===== config.mk =====
export PLATFORM = sky130hd
export DESIGN_NAME = host_io_port
export DESIGN_NICKNAME = d
export VERILOG_FILES = /design/src/rtl/host_port_pkg.sv /design/src/rtl/pulse_stretcher.sv /design/src/rtl/host_io_port.sv
export VERILOG_INCLUDE_DIRS = /design/src /design/src/rtl
export SDC_FILE = /design/constraint.sdc
export NUM_CORES = 1
export LEC_CHECK = 0
export CORE_AREA = 5 5 57 109
export CTS_CLUSTER_DIAMETER = 200
export DETAILED_ROUTE_END_ITERATION = 8
export DIE_AREA = 0 0 62 114
export DONT_BUFFER_PORTS = 1
export PLACE_DENSITY_LB_ADDON = 0.3
export SETUP_SLACK_MARGIN = 0.02
export SYNTH_ARGS = -nofsm -noshare
export SYNTH_HDL_FRONTEND = slang
export SYNTH_SLANG_ARGS = --single-unit
export TNS_END_PERCENT = 30

===== constraint.sdc =====
create_clock -name clk_sys -period 2.4 [get_ports clk_sys]
set_input_delay 0.24 -clock clk_sys [delete_from_list [all_inputs] [get_ports clk_sys]]
set_output_delay 0.24 -clock clk_sys [all_outputs]
set_load 0.01 [all_outputs]

===== src/rtl/host_port_consts.svh =====
`ifndef HOST_PORT_CONSTS_SVH
`define HOST_PORT_CONSTS_SVH
// ************************************************************
// Register offsets
// ************************************************************
`define OFS_CONTROL      2'h0
`define OFS_CMD_DATA     2'h1
`define OFS_INTERRUPT    2'h2
// ************************************************************
// Control bit positions
// ************************************************************
`define CTL_BUS_RESET    4
`define CTL_INT_ACK      5
`define CTL_SOFT_RESET   6
`define CTL_HARD_RESET   7
// ************************************************************
// Status bit positions
// ************************************************************
`define ST_CMD_INVALID   0
`define ST_DATA_READY    2
`define ST_CMD_BUSY      3
`define ST_READY         4
`define ST_INIT_REQ      5
`define ST_DIAG_FAIL     6
`define ST_DIAG_ACTIVE   7
// ************************************************************
// Timing
// ************************************************************
`define CLK_PERIOD_PS    5000
`define BUS_RESET_NS     25000
`define BUS_RESET_CYCLES ((`BUS_RESET_NS * 1000 + `CLK_PERIOD_PS - 1) / `CLK_PERIOD_PS)
`define SOFT_RESET_CYCLES 16
`define DIAG_CYCLES       64
`define STATUS_RESET     8'h00
`endif


===== src/rtl/host_port_pkg.sv =====
package host_port_pkg;
   typedef enum logic [1:0] {
      ST_IDLE  = 2'b00,
      ST_SOFT  = 2'b01,
      ST_DIAG  = 2'b10
   } reset_state_t;
endpackage


===== src/rtl/pulse_stretcher.sv =====
`timescale 1ns/1ps
// ************************************************************
// Holds an output high for a fixed count after a start pulse
// ************************************************************
module pulse_stretcher #(
   parameter int COUNT = 5000
) (
   input  wire logic clk_sys,
   input  wire logic rst,
   input  wire logic start,
   output logic      active
);
   localparam int W = $clog2(COUNT + 1);
   logic [W-1:0] count;
   wire          done = (count == W'(1));

   if (COUNT < 1) begin : g_count_check
      $error("COUNT must be at least 1");
   end

   // Restart reloads, so the pulse is always at least COUNT cycles
   always_ff @(posedge clk_sys or posedge rst) begin
      if (rst) begin
         count  <= '0;
         active <= 1'b0;
      end else if (start) begin
         count  <= W'(COUNT);
         active <= 1'b1;
      end else if (active) begin
         count  <= count - W'(1);
         active <= !done;
      end
   end
endmodule


===== src/rtl/host_io_port.sv =====
`timescale 1ns/1ps
`include "host_port_consts.svh"
module host_io_port
   import host_port_pkg::*;
#(
   parameter logic [15:0] BASE_ADDR   = 16'h0330,
   parameter int          BUS_RST_CYC = `BUS_RESET_CYCLES,
   parameter int          DIAG_CYC    = `DIAG_CYCLES
) (
   input  wire logic        clk_sys,
   input  wire logic        rst,
   input  wire logic [15:0] io_addr,
   input  wire logic        io_wr,
   input  wire logic        io_rd,
   input  wire logic [7:0]  io_wdata,
   output logic      [7:0]  io_rdata,
   output logic             irq,
   output logic             scsi_bus_reset,
   output logic             cmd_valid,
   output logic      [7:0]  cmd_byte,
   output logic             flush_work,
   input  wire logic        cmd_taken,
   input  wire logic        cmd_error,
   input  wire logic        data_load,
   input  wire logic [7:0]  data_byte,
   input  wire logic        int_set,
   input  wire logic [7:0]  int_bits,
   input  wire logic        mbox_init_done,
   input  wire logic        diag_fail_in
);
   localparam int DW = $clog2(DIAG_CYC + 1);
   localparam int SW = $clog2(`SOFT_RESET_CYCLES + 1);

   if (DIAG_CYC < 1) begin : g_diag_check
      $error("DIAG_CYC must be at least 1");
   end
   if (BUS_RST_CYC < 1) begin : g_bus_check
      $error("BUS_RST_CYC must be at least 1");
   end
   // The soft reset count shares the timer sized for diagnostics
   if (DW < SW) begin : g_timer_check
      $error("DIAG_CYC too small for the soft reset count");
   end
   // The window would wrap past the top of the I/O space
   if (BASE_ADDR > 16'hFFFC) begin : g_base_check
      $error("BASE_ADDR leaves no room for three registers");
   end

   // ************************************************************
   // Address decode
   // ************************************************************
   wire [15:0] offset   = io_addr - BASE_ADDR;
   wire        in_range = (io_addr >= BASE_ADDR) && (offset < 16'h0003);
   wire [1:0]  reg_sel  = offset[1:0];
   wire        wr_ctl   = io_wr && in_range && (reg_sel == `OFS_CONTROL);
   wire        wr_cmd   = io_wr && in_range && (reg_sel == `OFS_CMD_DATA);
   wire        rd_data  = io_rd && in_range && (reg_sel == `OFS_CMD_DATA);
   // no write strobe for offset two
   wire        rd_any   = io_rd && in_range;

   wire        req_hard = wr_ctl && io_wdata[`CTL_HARD_RESET];
   wire        req_soft = wr_ctl && io_wdata[`CTL_SOFT_RESET] && !req_hard;
   wire        req_bus  = wr_ctl && io_wdata[`CTL_BUS_RESET];
   wire        req_ack  = wr_ctl && io_wdata[`CTL_INT_ACK];

   // ************************************************************
   // Internal state
   // ************************************************************
   reset_state_t    state;
   reset_state_t    next_state;
   logic [DW-1:0]   timer;
   logic [DW-1:0]   next_timer;
   logic            ready;
   logic            init_req;
   logic            diag_active;
   logic            diag_fail;
   logic            data_ready;
   logic            cmd_busy;
   logic            cmd_invalid;
   logic [7:0]      data_reg;
   logic [7:0]      int_reg;
   logic            bus_rst_active;

   wire busy_reset = (state != ST_IDLE);
   wire timer_done = (timer == DW'(0));
   wire finishing  = busy_reset && timer_done;

   // the bus bit or a hard reset starts it, soft reset does not
   pulse_stretcher #(
      .COUNT (BUS_RST_CYC)
   ) u_bus_reset (
      .clk_sys (clk_sys),
      .rst     (rst),
      .start   (req_bus || req_hard),
      .active  (bus_rst_active)
   );

   // ************************************************************
   // Reset sequencer
   // ************************************************************
   // sequencer entry; bits self-clear as no bit is stored
   always_comb begin
      next_state = state;
      next_timer = timer;
      if (req_hard) begin
         next_state = ST_DIAG;
         next_timer = DW'(DIAG_CYC - 1);
      end else if (req_soft && state != ST_DIAG) begin
         next_state = ST_SOFT;
         next_timer = DW'(`SOFT_RESET_CYCLES - 1);
      end else if (finishing) begin
         next_state = ST_IDLE;
      end else if (busy_reset) begin
         next_timer = timer - DW'(1);
      end
   end

   always_ff @(posedge clk_sys or posedge rst) begin
      if (rst) begin
         state <= ST_DIAG;
         timer <= DW'(DIAG_CYC - 1);
      end else begin
         state <= next_state;
         timer <= next_timer;
      end
   end

   // ************************************************************
   // Status flags
   // ************************************************************
   // ready, init and diagnostic flags
   always_ff @(posedge clk_sys or posedge rst) begin
      if (rst) begin
         ready       <= 1'b0;
         init_req    <= 1'b0;
         diag_active <= 1'b1;
         diag_fail   <= 1'b0;
      end else if (req_hard) begin
         ready       <= 1'b0;
         init_req    <= 1'b0;
         diag_active <= 1'b1;
         diag_fail   <= 1'b0;
      end else if (req_soft && state != ST_DIAG) begin
         ready    <= 1'b0;
         init_req <= 1'b0;
      end else if (finishing) begin
         ready       <= 1'b1;
         init_req    <= !(state == ST_DIAG && diag_fail_in);
         diag_active <= (state == ST_DIAG) ? diag_fail_in : diag_active;
         diag_fail   <= (state == ST_DIAG) ? diag_fail_in : diag_fail;
      end else if (mbox_init_done) begin
         init_req <= 1'b0;
      end
   end

   // ************************************************************
   // Command and data handshake
   // ************************************************************
   // Hardware set wins over host-side clear, except data_ready while a reset sequence runs
   always_ff @(posedge clk_sys or posedge rst) begin
      if (rst) begin
         cmd_busy    <= 1'b0;
         cmd_byte    <= 8'h00;
         cmd_invalid <= 1'b0;
         data_ready  <= 1'b0;
         data_reg    <= 8'h00;
      end else begin
         if (wr_cmd && !busy_reset) begin
            cmd_busy <= 1'b1;
            cmd_byte <= io_wdata;
         end else if (cmd_taken || busy_reset) begin
            cmd_busy <= 1'b0;
         end
         if (cmd_error) cmd_invalid <= 1'b1;
         else if (wr_cmd || busy_reset) cmd_invalid <= 1'b0;
         if (data_load && !busy_reset) begin
            data_ready <= 1'b1;
            data_reg   <= data_byte;
         end else if (rd_data || busy_reset) begin
            data_ready <= 1'b0;
         end
      end
   end

   // acknowledge clears flags, new event wins
   always_ff @(posedge clk_sys or posedge rst) begin
      if (rst) begin
         int_reg <= 8'h00;
      end else if (int_set) begin
         int_reg <= (req_ack ? 8'h00 : int_reg) | int_bits;
      end else if (req_ack || busy_reset) begin
         int_reg <= 8'h00;
      end
   end

   // ************************************************************
   // Outputs
   // ************************************************************
   wire [7:0] status_word = {diag_active, diag_fail, init_req, ready,
                             cmd_busy, data_ready, 1'b0, cmd_invalid};
   wire [7:0] read_mux = (reg_sel == `OFS_CONTROL)  ? status_word :
                         (reg_sel == `OFS_CMD_DATA) ? data_reg    : int_reg;
   wire       next_irq = int_set | ((int_reg != 8'h00) & !req_ack & !busy_reset);

   always_ff @(posedge clk_sys or posedge rst) begin
      if (rst) begin
         io_rdata       <= `STATUS_RESET;
         irq            <= 1'b0;
         scsi_bus_reset <= 1'b0;
         cmd_valid      <= 1'b0;
         flush_work     <= 1'b0;
      end else begin
         io_rdata       <= rd_any ? read_mux : 8'h00;
         irq            <= next_irq;
         scsi_bus_reset <= bus_rst_active;
         cmd_valid      <= cmd_busy && !busy_reset;
         flush_work     <= busy_reset || req_hard || req_soft;
      end
   end

   // ************************************************************
   // Checks
   // ************************************************************
   logic hard_seen;
   always_ff @(posedge clk_sys or posedge rst) begin
      if (rst) hard_seen <= 1'b0;
      else hard_seen <= req_hard;
   end

   // Length of the current bus reset drive, in cycles
   logic [31:0] bus_run;
   always_ff @(posedge clk_sys or posedge rst) begin
      if (rst) bus_run <= 32'h00000000;
      else if (scsi_bus_reset) bus_run <= bus_run + 32'h00000001;
      else bus_run <= 32'h00000000;
   end

   property p_bus_reset_start;
      @(posedge clk_sys) disable iff (rst) req_bus |-> ##2 scsi_bus_reset;
   endproperty
   a_bus_reset_start: assert property (p_bus_reset_start) else $error("bus reset not driven");

   property p_bus_reset_hold;
      @(posedge clk_sys) disable iff (rst) req_bus |-> ##2 scsi_bus_reset [*8];
   endproperty
   a_bus_reset_hold: assert property (p_bus_reset_hold) else $error("bus reset too short");

   property p_soft_no_bus;
      @(posedge clk_sys) disable iff (rst)
         (req_soft && !req_bus && !scsi_bus_reset && !bus_rst_active) |=> !bus_rst_active;
   endproperty
   a_soft_no_bus: assert property (p_soft_no_bus) else $error("soft reset drove bus reset");

   property p_ack_clears;
      @(posedge clk_sys) disable iff (rst) (req_ack && !int_set) |=> (int_reg == 8'h00) && !irq;
   endproperty
   a_ack_clears: assert property (p_ack_clears) else $error("ack did not clear");

   property p_diag_active;
      @(posedge clk_sys) disable iff (rst) (hard_seen || state == ST_DIAG) |-> diag_active && !ready;
   endproperty
   a_diag_active: assert property (p_diag_active) else $error("diag flag missing");

   property p_finish_flags;
      @(posedge clk_sys) disable iff (rst)
         (finishing && state == ST_SOFT && !req_hard && !req_soft) |=> ready && init_req;
   endproperty
   a_finish_flags: assert property (p_finish_flags) else $error("ready/init not set");

   property p_hard_over_soft;
      @(posedge clk_sys) disable iff (rst) req_hard |=> state == ST_DIAG;
   endproperty
   a_hard_over_soft: assert property (p_hard_over_soft) else $error("hard reset lost");

   property p_no_write_two;
      @(posedge clk_sys) disable iff (rst)
         (io_wr && in_range && reg_sel == `OFS_INTERRUPT && !int_set && !busy_reset && !data_load)
         |=> $stable(int_reg) && $stable(data_reg);
   endproperty
   a_no_write_two: assert property (p_no_write_two) else $error("offset two write changed state");

   property p_status_read;
      @(posedge clk_sys) disable iff (rst)
         (io_rd && in_range && reg_sel == `OFS_CONTROL) |=> io_rdata[`ST_READY] == $past(ready);
   endproperty
   a_status_read: assert property (p_status_read) else $error("status read wrong");

   property p_bus_reset_len;
      @(posedge clk_sys) disable iff (rst) $fell(scsi_bus_reset) |-> bus_run >= BUS_RST_CYC;
   endproperty
   a_bus_reset_len: assert property (p_bus_reset_len) else $error("bus reset shorter than minimum");

   property p_init_clear;
      @(posedge clk_sys) disable iff (rst)
         (mbox_init_done && !finishing && !req_hard && !req_soft) |=> !init_req;
   endproperty
   a_init_clear: assert property (p_init_clear) else $error("init flag not cleared");

   c_bus_reset: cover property (@(posedge clk_sys) disable iff (rst) req_bus);
   c_soft:      cover property (@(posedge clk_sys) disable iff (rst) req_soft ##[1:40] finishing);
   c_ack:       cover property (@(posedge clk_sys) disable iff (rst) irq ##1 req_ack);
endmodule


==> results of run 1 <==
cell usage in the layout (no fill, tap or decap), types with 2 or more instances in the layout:
cell type / count
dfrtp_1: 58
nor2_1: 36
nand2_1: 16
mux2_2: 16
inv_1: 11
a21oi_1: 10
xnor2_1: 9
a22o_1: 9
mux2i_1: 9
clkbuf_8: 9
dfstp_2: 8
nor3_1: 6
nand3_1: 6
dlygate4sd3_1: 6
and2_1: 5
o21a_1: 5
nor4_1: 5
o21ai_0: 4
o22a_1: 4
nand4_1: 3
ha_1: 3
or3_1: 2
nand2b_1: 2
or4_4: 2
a211oi_1: 2
xor2_1: 2
o41ai_1: 2
nor2b_1: 2
a31o_2: 2
o211ai_1: 2
a21boi_1: 2
inv_2: 2
bufinv_16: 2
worst max-delay path, delay by kind of cell (launching register included):
family / cells / cell delay [ns]
adder cells (fa/ha/maj): 1 / 0.17
flip-flops: 1 / 0.39
buffers and inverters: 1 / 0.05
AO/OA/AOI/OAI: 2 / 0.35
AND/OR/NAND/NOR: 3 / 0.98
power groups by stage:
stage | Combinational, mW | Sequential, mW | Clock [mW]
after floorplan | 0.0981 | 1.18 | 0
after global placement | 0.101 | 1.19 | 0
after detailed placement | 0.104 | 1.19 | 0
after CTS | 0.114 | 1.17 | 1.04
after global routing | 0.126 | 1.17 | 1.08
final | 0.111 | 1.17 | 1.01
metrics by stage:
stage               hold slack [ns]  instances
CTS                         0.00597        358
floorplan                     0.345        282
finish                       0.0225        358
global route                 0.0168        358
detailed placement            0.270        336
global placement              0.266        336
cell families (layout without fill, tap and decap cells):
logic type / after synthesis / count (layout)
XOR/XNOR: 11 / 11
AO/OA/AOI/OAI: 55 / 55
multiplexers: 25 / 25
adder cells (fa/ha/maj): 3 / 3
AND/OR/NAND/NOR: 101 / 101
flip-flops: 66 / 66
buffers and inverters: 21 / 37
cell type report:
cell class | instances | area, um2
fillers | 430 | 1840
flip-flops and latches | 66 | 1660
multi-input cells | 195 | 1400
clock buffers | 10 | 128
clock inverters | 6 | 90.1
repair buffers | 8 | 87.6
well taps | 60 | 75.1
inverters | 13 | 48.8
metal layers:
layer / vias to the layer above / global-route usage (%) / share of wire, % / wire length, um
met5: - / 0 / 0 / 0
met2: 83 / 30.4 / 47 / 3120
li1: 1037 / - / - / -
met4: 0 / 9.92 / 2.7 / 182
met3: 13 / 9.85 / 9.5 / 637
met1: 1062 / 27.1 / 41 / 2740
path summary, 6_finish.rpt:
check | slack, ns | depth (start not counted) | start | endpoint
worst max-delay path | 0.38 | 7 | timer[0]$_DFFE_PP1P_ | timer[2]$_DFFE_PP1P_
worst min-delay path | 0.02 | 1 | data_load | data_ready$_DFFE_PP0P_
worst max register to register | 0.38 | 7 | timer[0]$_DFFE_PP1P_ | timer[2]$_DFFE_PP1P_
worst min register to register | 0.49 | 2 | cmd_busy$_DFFE_PP0P_ | cmd_valid$_DFF_PP0_
max in group asynchronous | 1.33 | 3 | rst | io_rdata[1]$_DFF_PP0_
min in group asynchronous | 0.45 | 2 | rst | cmd_byte[1]$_DFFE_PP0P_
==> results.toml, run 1 <==
[sta]
period_share_pct = 84.2
fmax_mhz = 495
hold_viol = 0
rsz0062_at_grt = "false"
fin_ws_ns = 0.380
slew_viol_final = 0
tns_ns = 0
slew_headroom_pct = 47.2
setup_viol_count_final = 0
min_period_ns = 2.02
worstMarginPinSlew_ns = 0.784
skew_ns = 0.00872

[synth]
synth.area.top_cells = "dfrtp_1 46%, dfstp_2 6.7%, mux2_2 5.7%, nor2_1 4.3%, mux2i_1 2.9%"
synthFlopType = "dfrtp_1"
synth_area_leader_cell = "dfrtp_1"
synth.avg_cell_area_um2 = 11.2
yosysWarnings = 0
synth_edf_count = 0
netlist_top_cells_count = "58 x dfrtp_1, 36 x nor2_1, 16 x mux2_2, 16 x nand2_1, 12 x inv_1"
syn_area_um2 = 3160
synth_xor_area_share_pct = 3.05
synth_mux_area_share_pct = 8.56
synth_top_area_share_pct = 46.0
synth_top_family_by_area = "simple AND/OR/NAND/NOR gates"
synth_fa_ha_area_share_pct = 1.19
ys_ff_latch = 66
yosysMostFrequentCell = "dfrtp_1"
synth_simple_gate_area_share_pct = 18.2
syn_nets = 335
ys_seq_area_share_pct = 52.7
async_reset_ff_share_pct = 100
synthCells = 282
synth_compound_area_share_pct = 13.2
ys_types = 64

[layout]
largest_register_ffs = 13
drive_above_1_share_pct = 20.1
area_growth_pct = 10.5
fin_area_um2 = 3490
nets = 346
largest_register = "u_bus_reset.count"
final_util_pct = 65.5
diodes = 0

[hold_path]
hp-class = "input pin to flip-flop"

[pwr]
vdd.ir_drop.worst_mv = 0.863
power.density_nw_per_um2 = 658
finalPower_mw = 2.29
combPwrFrac_pct = 4.8
power.share.sequential_pct = 50.9
pwr-share-clk_pct = 44.2
p_sw_share_pct = 22.1
p_int_mw = 1.79
p_leak_nw = 1.49
power_switching_uw = 508

[grt]
grt_usage_pct = 21.3
grt_pass1_wl_mm = 10.9
antenna_found_initial = 0
grt_overflow = 0
grt_max_degree = 35
grt_pass1_vias = 2286

[placed_design]
dpl.hpwl_mm = 4.99
place.gp.congestion = 0.842
portBuffers = 0
placed_cell_area_um2 = 3210
preCtsSetupSlack_ns = 0.401

[floorplanning]
start_util_pct = 59.3
dieArea_um2 = 7070
core.rowCount = 38
io_pins = 70
fp.dieW_um = 62
fp.dieH_um = 114
core_um2 = 5330

[route]
viasPerCell = 6.13
num_vias = 2195
firstDrtPassIters = 4
wl_mm = 6.68
final_antenna_net_count = 0
wl_per_cell_um = 18.6
drtIter0Drc = 107
drc = 0

[clock_tree]
clock_sinks = 66
ctsHoldBuffers = 6
post_cts_buffers = 0
clock_latency_ns = 0.35
clkTransAtPathRegs_ns = 0.07
numCtsBuffers = 9
clk_path_buf_depth = 2
cts_resized = 0
cts.htree.levels = 3
root_buffer = "clkbuf_8"
cts_tree = "done"

[job]
cap_violations = 0

[worst_setup_path]
path_class = "flip-flop to flip-flop"
crit_fanout = 5
cp.required_ns = 2.68
worst_setup_path_end_kind = "flip-flop"
cp_slowest_cell = "or3b_4"
slowest_delay_ns = 0.42
critPathLaunchType = "flip-flop"
crit_arrival_ns = 2.30
path_cells = "inv_1, ha_1, or3b_4, or3_4, and2_1, o21a_1, o22a_1"

[outcome]
outcome = "complete, no violations"
No activity file was read; power rests on OpenSTA's default activity.
==> run 2: changes to the inputs <==
CORE_AREA = 5 5 59 114   (was 5 5 57 109)
DIE_AREA = 0 0 64 119   (was 0 0 62 114)
clock period = 1.7 ns   (was 2.4 ns; I/O delays follow)
==> run 2 against run 1 <==
  * The flow now finishes with violations (setup timing)
  * Wire length grew 29%
  * Combinational power increased by 130%
  * Non-clock buffer count increased by 51
  * Core utilization rose by 7.0 points
  * Die area is 7.8% higher
  * Clock power increased by 77%
  * Via count grew 13%
  * Largest cell class unchanged
==> results.toml, run 2 (synthesized netlist as in run 1, its figures left out) <==
[route]
num_vias = 2472
final_antenna_net_count = 0
firstDrtPassIters = 4
wl_mm = 8.58
drtIter0Drc = 175
viasPerCell = 6.03
drc = 0
wl_per_cell_um = 20.9

[job]
cap_violations = 0

[worst_setup_path]
worst_setup_path_end_kind = "flip-flop"
crit_fanout = 4
critPathLaunchType = "flip-flop"
path_class = "flip-flop to flip-flop"
r2r_setup_slack_ns = -0.19
reg2regPathDepth = 7
crit_arrival_ns = 2.14
cp.required_ns = 1.96

[layout]
multi_input_area_um2 = 1500
largest_register = "u_bus_reset.count"
final_util_pct = 72.5
regArea_um2 = 1660
largest_register_ffs = 13
fill_cells = 384
area_growth_pct = 31.1
nets = 397
drive_above_1_share_pct = 28.9
final_cell_mix = "57 x dfrtp_1, 35 x nor2_1, 33 x dlygate4sd3_1, 22 x buf_4"
final_cells = 410
diodes = 0
mostFrequentLayoutCell = "dfrtp_1"

[clock_tree]
clock_sinks = 66
numCtsBuffers = 9
clock_latency_ns = 0.33
root_buffer = "clkbuf_16"
clk_path_buf_depth = 2
clkTransAtPathRegs_ns = 0.05
cts.htree.levels = 3
cts_tree = "done"

[grt]
grt_pass1_vias = 2698
grt_pass1_wl_mm = 13.9
antenna_found_initial = 0
grt_usage_pct = 23.8
grt_overflow = 0
grt_max_degree = 28

[pwr]
power.density_nw_per_um2 = 893
finalPower_mw = 3.69
vdd.ir_drop.worst_mv = 1.07
p_leak_nw = 1.78

[floorplanning]
core.rowCount = 39
core_um2 = 5710
fp.dieH_um = 119
fp.dieW_um = 64
io_pins = 70
start_util_pct = 55.3
dieArea_um2 = 7620

[sta]
worstMarginPinSlew_ns = 0.691
slew_viol_final = 0
tns_ns = -0.904
fmax_mhz = 530
hold_viol = 0
fin_ws_ns = -0.189
rsz0062_at_grt = "true"
min_period_ns = 1.89
setup_viol_count_final = 9
period_share_pct = 111
skew_ns = 0.00458
slew_headroom_pct = 53.5

[placed_design]
dpl.hpwl_mm = 5.99
portBuffers = 0
preCtsSetupSlack_ns = -0.162
place.gp.congestion = 0.880
place_inst = 359

[outcome]
outcome = "finished with violations"
violations = "setup timing"

[hold_path]
hold_depth = 2
hp-class = "input pin to flip-flop"
[run 2: critical path, cell delays in order (launching register included)]
cell and delay (ns):
dfstp_2 0.37, inv_2 0.06, ha_4 0.12, or3b_4 0.41
or3_4 0.35, and2_4 0.15, o21a_1 0.16, o22a_1 0.20
[run 2: repair_timing]
item,in CTS,in global routing
pin swaps,4,6
gates resized for setup,9,15
hold endpoints to repair,52,0
setup endpoints to repair,30,29
hold buffers,33,0
setup buffers,0,2
[run 2: layout make-up]
cell class / count / area share [%]
tap: 61 / 1.85
timing repair buffer: 59 / 13.5
clock buffer: 12 / 5.72
inverter: 13 / 1.27
sequential: 66 / 40.2
clock inverter: 4 / 1.24
multi-input combinational: 195 / 36.2
[run 2: path summary, 6_finish.rpt]
check | from | end
hold reg to reg | ready$_DFFE_PP0P_ | ready$_DFFE_PP0P_
max in group asynchronous | rst | u_bus_reset.count[4]$_DFFE_PP0P_
setup / recovery | timer[1]$_DFFE_PP1P_ | timer[2]$_DFFE_PP1P_
min in group asynchronous | rst | timer[6]$_DFFE_PP0P_
hold / removal | io_addr[1] | io_rdata[6]$_DFF_PP0_
setup reg to reg | timer[1]$_DFFE_PP1P_ | timer[2]$_DFFE_PP1P_
[run 2: where the power goes]
group          switching [mW]  internal (mW)  leakage [nW]
Clock                   0.651           1.14         0.137
Combinational           0.116          0.137         0.891
Sequential             0.0329           1.62         0.748
[run 2: routing by layer]
| metal | GRT usage, % | up-vias | part of all wire, % |
|---|---|---|---|
| li1 | - | 1141 | - |
| met1 | 23.4 | 1214 | 33 |
| met2 | 43.1 | 91 | 58 |
| met3 | 6.12 | 26 | 5.3 |
| met4 | 13.7 | 0 | 4.2 |
| met5 | 0 | - | 0 |
[run 2: per-stage QoR]
stage / area (um2) / hold slack, ns
CTS: 4060 / 0.00142
floorplan: 3170 / 0.275
detailed placement: 3400 / 0.135
global route: 4140 / 0.0108
global placement: 3400 / 0.136
finish: 4140 / 0.0104
